==> src/common/lpc_defs.vh <==
// Constants for the loop-through output control register bank.
// Assumes an 8-bit register port addressed by byte offset.
`ifndef LPC_DEFS_VH
`define LPC_DEFS_VH

// Register offsets
`define LPC_ADDR_SELA 8'h52
`define LPC_ADDR_ENABLE 8'h56
`define LPC_ADDR_SELB 8'h57
`define LPC_ADDR_POWER 8'h63
`define LPC_ADDR_PATGEN 8'h64

// Field positions
`define LPC_BIT_SELA 7
`define LPC_BIT_DRIVE_ON 3
`define LPC_SELB_HI 2
`define LPC_SELB_LO 1
`define LPC_BIT_PWDN 0
`define LPC_BIT_PG_ON 0

// Selector codes
`define LPC_SELB_RX_PORT_ZERO 2'b01
`define LPC_SELB_RX_PORT_ONE 2'b10

// Reset values
`define LPC_RST_SELA 1'b0
`define LPC_RST_DRIVE_ON 1'b0
`define LPC_RST_SELB 2'b00
`define LPC_RST_PWDN 1'b0
`define LPC_RST_PATGEN 8'h10

// Synchroniser depth
`define LPC_SYNC_STAGES 2

`endif

==> src/core/lpc_sync.v <==
// Two-flop synchroniser for a bundle of levels from outside the clock domain.
// Assumes the inputs are quasi-static or slow against the system clock.
`timescale 1ns/1ns
module lpc_sync #(
  parameter WIDTH = 2
) (
  input wire i_clk,
  input wire i_rst,
  input wire [WIDTH-1:0] i_async,
  output wire [WIDTH-1:0] o_sync
);
  // First stage, read only by the second stage
  reg [WIDTH-1:0] meta_q;
  // Second stage, safe for logic
  reg [WIDTH-1:0] sync_q;

  // Both stages clear on reset to a constant
  always @(posedge i_clk or posedge i_rst)
  begin
    if (i_rst)
    begin
      meta_q <= {WIDTH{1'b0}};
      sync_q <= {WIDTH{1'b0}};
    end
    else
    begin
      meta_q <= i_async;
      sync_q <= meta_q;
    end
  end

  assign o_sync = sync_q;
endmodule

==> src/core/lpc_top.v <==
// Loop-through output control: register bank and output steering.
// Assumes the serial data bits arrive from another domain and are sampled here.
// Assumes software keeps the two port selectors agreeing; a flag shows when not.
// Power-down and pattern enable leave here as levels, and power-down also stops
// forwarding here; the circuits that they switch sit outside this block.
//
// Contract
// - Enable bit switches loop-through driver on
// - Code 01 picks input 0, 10 input 1
// - Data appears only while driver enabled
// - Power-down bit turns loop-through transmitter off
// - Companion bit zero picks input 0, one input 1 (here only stored and compared; the main selector alone steers)
// - Pattern control bit zero enables generator
`timescale 1ns/1ns
`include "lpc_defs.vh"
module lpc_top (
  input wire I_CLK,
  input wire I_RST,
  input wire [7:0] I_ADDR,
  input wire [7:0] I_WDATA,
  input wire I_WR,
  input wire I_RD,
  output reg [7:0] O_RDATA,
  input wire I_SERIAL_IN_0,
  input wire I_SERIAL_IN_1,
  output reg O_LOOPTHROUGH_OUT,
  output reg O_LOOPTHROUGH_OUT_VALID,
  output reg O_LOOP_TX_POWERDOWN,
  output reg O_PATTERN_GEN_ON,
  output reg [6:0] O_PATTERN_CFG,
  output reg O_SEL_MISMATCH
);
  // Register fields
  // Companion selector, bit 7 at 0x52
  reg loop_port_pick_a_q;
  // Loop-through driver enable, bit 3 at 0x56
  reg loopthrough_drive_on_q;
  // Main selector, bits 2:1 at 0x57
  reg [1:0] loop_port_pick_b_q;
  // Transmitter power-down, bit 0 at 0x63
  reg loop_tx_powerdown_q;
  // Whole pattern-generator control byte at 0x64
  reg [7:0] test_pattern_control_q;
  // Read mux result, registered onto the bus one cycle later
  reg [7:0] rdata_d;

  // Synchronised serial inputs: bit 0 is input 0, bit 1 is input 1
  wire [1:0] serial_sync;
  // Steering decisions
  // High when the main selector names a real port
  reg pick_valid;
  // Synchronised bit of the named port, zero otherwise
  reg pick_bit;

  // Decode an address match; used by both write and read paths
  // A function so that the write and read decoders can never drift apart
  function hit;
    input [7:0] addr;
    input [7:0] target;
    begin
      hit = (addr == target);
    end
  endfunction

  // One synchroniser for both inputs; each is an independent level, so a
  // cycle of skew between them does no harm
  lpc_sync #(
    .WIDTH(2)
  ) u_sync (
    .i_clk(I_CLK),
    .i_rst(I_RST),
    .i_async({I_SERIAL_IN_1, I_SERIAL_IN_0}),
    .o_sync(serial_sync)
  );

  // Register writes; reserved bits are not stored
  always @(posedge I_CLK or posedge I_RST)
  begin
    if (I_RST)
    begin
      // The driver comes up off and the transmitter powered, with no port named
      loop_port_pick_a_q <= `LPC_RST_SELA;
      loopthrough_drive_on_q <= `LPC_RST_DRIVE_ON;
      loop_port_pick_b_q <= `LPC_RST_SELB;
      loop_tx_powerdown_q <= `LPC_RST_PWDN;
      // Only the pattern register resets to a value other than zero
      test_pattern_control_q <= `LPC_RST_PATGEN;
    end
    else if (I_WR)
    begin
      if (hit(I_ADDR, `LPC_ADDR_SELA))
      begin
        // Stored for readback and for the disagreement flag only
        loop_port_pick_a_q <= I_WDATA[`LPC_BIT_SELA];
      end
      else if (hit(I_ADDR, `LPC_ADDR_ENABLE))
      begin
        loopthrough_drive_on_q <= I_WDATA[`LPC_BIT_DRIVE_ON];
      end
      else if (hit(I_ADDR, `LPC_ADDR_SELB))
      begin
        loop_port_pick_b_q <= I_WDATA[`LPC_SELB_HI:`LPC_SELB_LO];
      end
      else if (hit(I_ADDR, `LPC_ADDR_POWER))
      begin
        loop_tx_powerdown_q <= I_WDATA[`LPC_BIT_PWDN];
      end
      else if (hit(I_ADDR, `LPC_ADDR_PATGEN))
      begin
        // The ordering against power-down is software's job, not checked here;
        // refusing the write would leave software unable to read back its mistake
        test_pattern_control_q <= I_WDATA;
      end
    end
  end

  // Read mux; unmapped offsets and reserved bits read as zero
  always @*
  begin
    rdata_d = 8'h00;
    if (hit(I_ADDR, `LPC_ADDR_SELA))
    begin
      rdata_d[`LPC_BIT_SELA] = loop_port_pick_a_q;
    end
    else if (hit(I_ADDR, `LPC_ADDR_ENABLE))
    begin
      rdata_d[`LPC_BIT_DRIVE_ON] = loopthrough_drive_on_q;
    end
    else if (hit(I_ADDR, `LPC_ADDR_SELB))
    begin
      rdata_d[`LPC_SELB_HI:`LPC_SELB_LO] = loop_port_pick_b_q;
    end
    else if (hit(I_ADDR, `LPC_ADDR_POWER))
    begin
      rdata_d[`LPC_BIT_PWDN] = loop_tx_powerdown_q;
    end
    else if (hit(I_ADDR, `LPC_ADDR_PATGEN))
    begin
      // Every bit of the pattern register is read-write
      rdata_d = test_pattern_control_q;
    end
  end

  // Read data stands only in the cycle after the strobe
  always @(posedge I_CLK or posedge I_RST)
  begin
    if (I_RST)
    begin
      O_RDATA <= 8'h00;
    end
    else if (I_RD)
    begin
      O_RDATA <= rdata_d;
    end
    else
    begin
      // Back to zero so that stale data never looks like a fresh answer
      O_RDATA <= 8'h00;
    end
  end

  // Port steering from the two-bit selector
  always @*
  begin
    pick_valid = 1'b0;
    pick_bit = 1'b0;
    case (loop_port_pick_b_q)
      `LPC_SELB_RX_PORT_ZERO:
      begin
        pick_valid = 1'b1;
        pick_bit = serial_sync[0];
      end
      `LPC_SELB_RX_PORT_ONE:
      begin
        pick_valid = 1'b1;
        pick_bit = serial_sync[1];
      end
      default:
      begin
        // Codes 00 and 11 name no port, so nothing is forwarded
        pick_valid = 1'b0;
        pick_bit = 1'b0;
      end
    endcase
  end

  // Output stage; a powered-down transmitter also forwards nothing
  always @(posedge I_CLK or posedge I_RST)
  begin
    if (I_RST)
    begin
      O_LOOPTHROUGH_OUT <= 1'b0;
      O_LOOPTHROUGH_OUT_VALID <= 1'b0;
      O_LOOP_TX_POWERDOWN <= 1'b0;
      O_PATTERN_GEN_ON <= 1'b0;
      O_PATTERN_CFG <= 7'h00;
      O_SEL_MISMATCH <= 1'b0;
    end
    else
    begin
      // Forward only while enabled, powered up and pointed at a port
      if (loopthrough_drive_on_q && pick_valid && !loop_tx_powerdown_q)
      begin
        O_LOOPTHROUGH_OUT <= pick_bit;
        O_LOOPTHROUGH_OUT_VALID <= 1'b1;
      end
      else
      begin
        O_LOOPTHROUGH_OUT <= 1'b0;
        O_LOOPTHROUGH_OUT_VALID <= 1'b0;
      end
      O_LOOP_TX_POWERDOWN <= loop_tx_powerdown_q;
      O_PATTERN_GEN_ON <= test_pattern_control_q[`LPC_BIT_PG_ON];
      // Remaining pattern bits go out untouched for the generator to decode
      O_PATTERN_CFG <= test_pattern_control_q[7:1];
      // Flags selectors that disagree, so software misconfiguration is visible.
      // The companion bit names input 1 when set, as code 10 does, so bit 1 of
      // the main selector is what it must equal; the data bits play no part.
      O_SEL_MISMATCH <= pick_valid
        && (loop_port_pick_a_q != loop_port_pick_b_q[1]);
    end
  end
endmodule

==> config.mk <==
export PLATFORM = sky130hd
export DESIGN_NAME = lpc_top
export DESIGN_NICKNAME = d
export VERILOG_FILES = /design/src/core/lpc_sync.v /design/src/core/lpc_top.v
export VERILOG_INCLUDE_DIRS = /design/src /design/src/common
export SDC_FILE = /design/constraint.sdc
export NUM_CORES = 1
export LEC_CHECK = 0
export BUFFER_PORTS_ARGS = -buffer_cell sky130_fd_sc_hd__buf_4
export CORE_MARGIN = 4
export CORE_UTILIZATION = 35
export CTS_BUF_LIST = sky130_fd_sc_hd__clkbuf_8 sky130_fd_sc_hd__clkbuf_16
export DETAILED_ROUTE_END_ITERATION = 8
export SYNTH_ARGS = -nofsm -noshare
export SYNTH_HDL_FRONTEND = slang
export SYNTH_SLANG_ARGS = --single-unit
==> constraint.sdc <==
create_clock -name I_CLK -period 1.4 [get_ports I_CLK]
set_input_delay 0.28 -clock I_CLK [delete_from_list [all_inputs] [get_ports I_CLK]]
set_output_delay 0.28 -clock I_CLK [all_outputs]
set_load 0.02 [all_outputs]
==> impl_metrics.ini <==
[status]
outcome = complete, no violations

[synth]
yosysTopAreaCell = dfrtp_1
ys_ff_latch = 37
synth_top_area_share_pct = 62.28
yosysWarnings = 0
synthTopCellsByArea = dfrtp_1 62%, mux2_2 10%, nand4_1 2.2%
synth_cell_types = 31
avgSynthCellArea_um2 = 14.76
synth_top_cells_by_count = 36 x dfrtp_1, 13 x mux2_2, 5 x nand4_1, 4 x inv_1, 4 x nand3_1
synth_seq_area_share_pct = 64.10
syn_nets = 122
synth_edf_count = 0
synthFlopType = dfrtp_1
async_flop_share_pct = 100.0
yosysMostFrequentCell = dfrtp_1
syn_inst = 98
syn_area_um2 = 1446

[routing]
drt_iter0_drc = 14
wl_um = 3011
dr.pass1.iters = 4
drc = 0
antenna_left = 0
viasPerCell = 4.865
num_vias = 1007
wl_per_cell_um = 14.55

[floorplan]
die_area_um2 = 5225
start_util_pct = 36.16
die_h_um = 72.29
die-width_um = 72.29
rows = 23
core_area_um2 = 4000
io_pins = 42

[global_route]
grt_first_pass_wirelength_um = 5099
grt_usage_pct = 12.95
grt_start_max_net_pins = 38
first_global_vias = 1052
overflow = 0
antenna_found_initial = 0

[clock_network]
clock-root-buffer = clkbuf_8
cts_sinks = 37
path_clk_slew_ns = 0.07
cts_made_buffers = 5
post_cts_resized = 0
clockBufferDepth = 2
clk-insertion-delay-late_ns = 0.28
cts_htree_levels = 2
cts_setup_buffers = 0
cts_tree = yes
ctsHoldBuffers = 0

[pwr]
power.density_nw_per_um2 = 1029
switching_share_pct = 22.04
power_frac_clock_pct = 35.1
switching_power_uw = 452.9
p_int_mw = 1.602
pwr-share-comb_pct = 10.1
pwr-share-seq_pct = 54.9
peakVddDrop_mv = 0.4629
p_leak_nw = 1.002

[critical_path]
critPathTopFamily = simple AND/OR/NAND/NOR gates
start_kind = flop
cp.buffers_inverters = 1
crit_fanout = 4
critPathSlowestCell = dfrtp_1
slowest_delay_ns = 0.39
timing_worst_setup_path_type = flop to flop
crit_path_end_kind = flop
reg2reg_slack_ns = 0.16
required_ns = 1.62
crit_arrival_ns = 1.46
crit_chain = inv_1 -> ha_1 -> nor3b_1 -> nor2b_1

[placed_design]
io_buffers = 41
place_inst = 199
gp_congestion = 0.9244
dp_hpwl_um = 2372
pre_cts_slack_ns = -0.1196

[timing]
worst_pin_slew_ns = 0.2915
finClkSkew_ns = 0.008556
rsz0062_at_grt = false
period_needed_ns = 1.236
hold_viol = 0
final.setup.worst_slack_ns = 0.1638
setup_viol_count_final = 0
finalMaxSlewViolations = 0
fmax_mhz = 808.9
slew_headroom_pct = 80.40
final.period_utilization_pct = 88.30

[final_layout]
layoutNonFillerInstCount = 207
syn2layout_area_growth_pct = 37.98
diodes = 0
layout-drive-gt1-share_pct = 50.96
nNetsFinal = 180
postLayoutCoreUtil_pct = 49.89

[hold_path]
hp-class = input pin to async pin

[run]
drv_cap = 0
## sequential cells by signal, summed over array words and instances, names as in the netlist
register / count
O_LOOPTHROUGH_OUT_VALID: 1
loop_port_pick_a_q: 1
u_sync.meta_q: 2
O_SEL_MISMATCH: 1
O_PATTERN_CFG: 7
O_RDATA: 8
loopthrough_drive_on_q: 1
loop_port_pick_b_q: 2
O_PATTERN_GEN_ON: 1
O_LOOP_TX_POWERDOWN: 1
test_pattern_control_q: 8
loop_tx_powerdown_q: 1
u_sync.o_sync: 2
O_LOOPTHROUGH_OUT: 1
## power by group through the flow
| stage | Combinational (mW) | Sequential [mW] | Clock, mW |
|---|---|---|---|
| 6_report | 0.207 | 1.13 | 0.720 |
| 5_1_grt | 0.228 | 1.13 | 0.794 |
| 4_1_cts | 0.212 | 1.13 | 0.754 |
| 3_5_place_dp | 0.212 | 1.15 | 0 |
| 3_3_place_gp | 0.204 | 1.15 | 0 |
| 2_1_floorplan | 0.0724 | 1.16 | 0 |
## tightest hold or removal path: stages
cell	delay, ns
buf_4	0.11
inv_1	0.08
buf_12	0.22
## cells in the final DEF, fill, tap and decap left out, types with 2 or more instances in the layout
cell	n
and2_1	3
mux2_2	13
clkbuf_8	6
nand3_1	4
inv_1	6
a21oi_1	3
nand4_1	5
buf_4	51
nor2b_1	2
o31ai_1	2
and4bb_2	2
ha_1	2
and3b_1	2
dfrtp_1	36
## cell families after synthesis
family / count (synthesis) / share of synthesized area, %
flops: 37 / 64.10
buf+inv: 5 / 1.816
fa+ha+maj: 2 / 1.730
mux: 13 / 10.12
simple gates: 32 / 17.73
xor+xnor: 1 / 0.6056
compound gates: 8 / 3.892
## metrics by stage
stage	total power, mW	area [µm²]	setup TNS [ns]	hold WS [ns]
6_report	2.054	1996	0	0.03630
5_1_grt	2.153	1996	0	0.04568
4_1_cts	2.093	1996	0	0.03873
3_5_place_dp	1.359	1906	-1.070	0.3373
3_3_place_gp	1.349	1906	-0.7488	0.3409
2_1_floorplan	1.231	1451	0	0.3114
## layout make-up
class	count	area, µm²
inverters	4	15.01
multi-input cells	56	498.0
clock inverters	2	7.507
fillers	377	2004
repair buffers	52	402.9
clock buffers	6	82.58
flip-flops and latches	37	927.1
well taps	50	62.56
## path summary, 6_finish.rpt
kind,startpoint,endpoint,depth (start not counted)
max,loop_port_pick_b_q[0]$_DFFE_PP0P_,O_LOOPTHROUGH_OUT$_DFF_PP0_,4
min,I_RST,O_LOOPTHROUGH_OUT_VALID$_DFF_PP0_,3
max reg2reg,loop_port_pick_b_q[0]$_DFFE_PP0P_,O_LOOPTHROUGH_OUT$_DFF_PP0_,4
min reg2reg,u_sync.meta_q[0]$_DFF_PP0_,u_sync.o_sync[0]$_DFF_PP0_,0
max in group asynchronous,I_RST,test_pattern_control_q[4]$_DFFE_PP1P_,3
min in group I_CLK,I_SERIAL_IN_1,u_sync.meta_q[1]$_DFF_PP0_,1
## metal layers
metal  GRT usage [%]  vias to the layer above  share of wire [%]
li1                -                      472                  -
met1           15.41                      492                 40
met2           21.13                       36                 50
met3           4.986                        7                8.3
met4           5.010                        0                1.7
met5               0                        -                  0
Power figures use the tool's default switching activity.
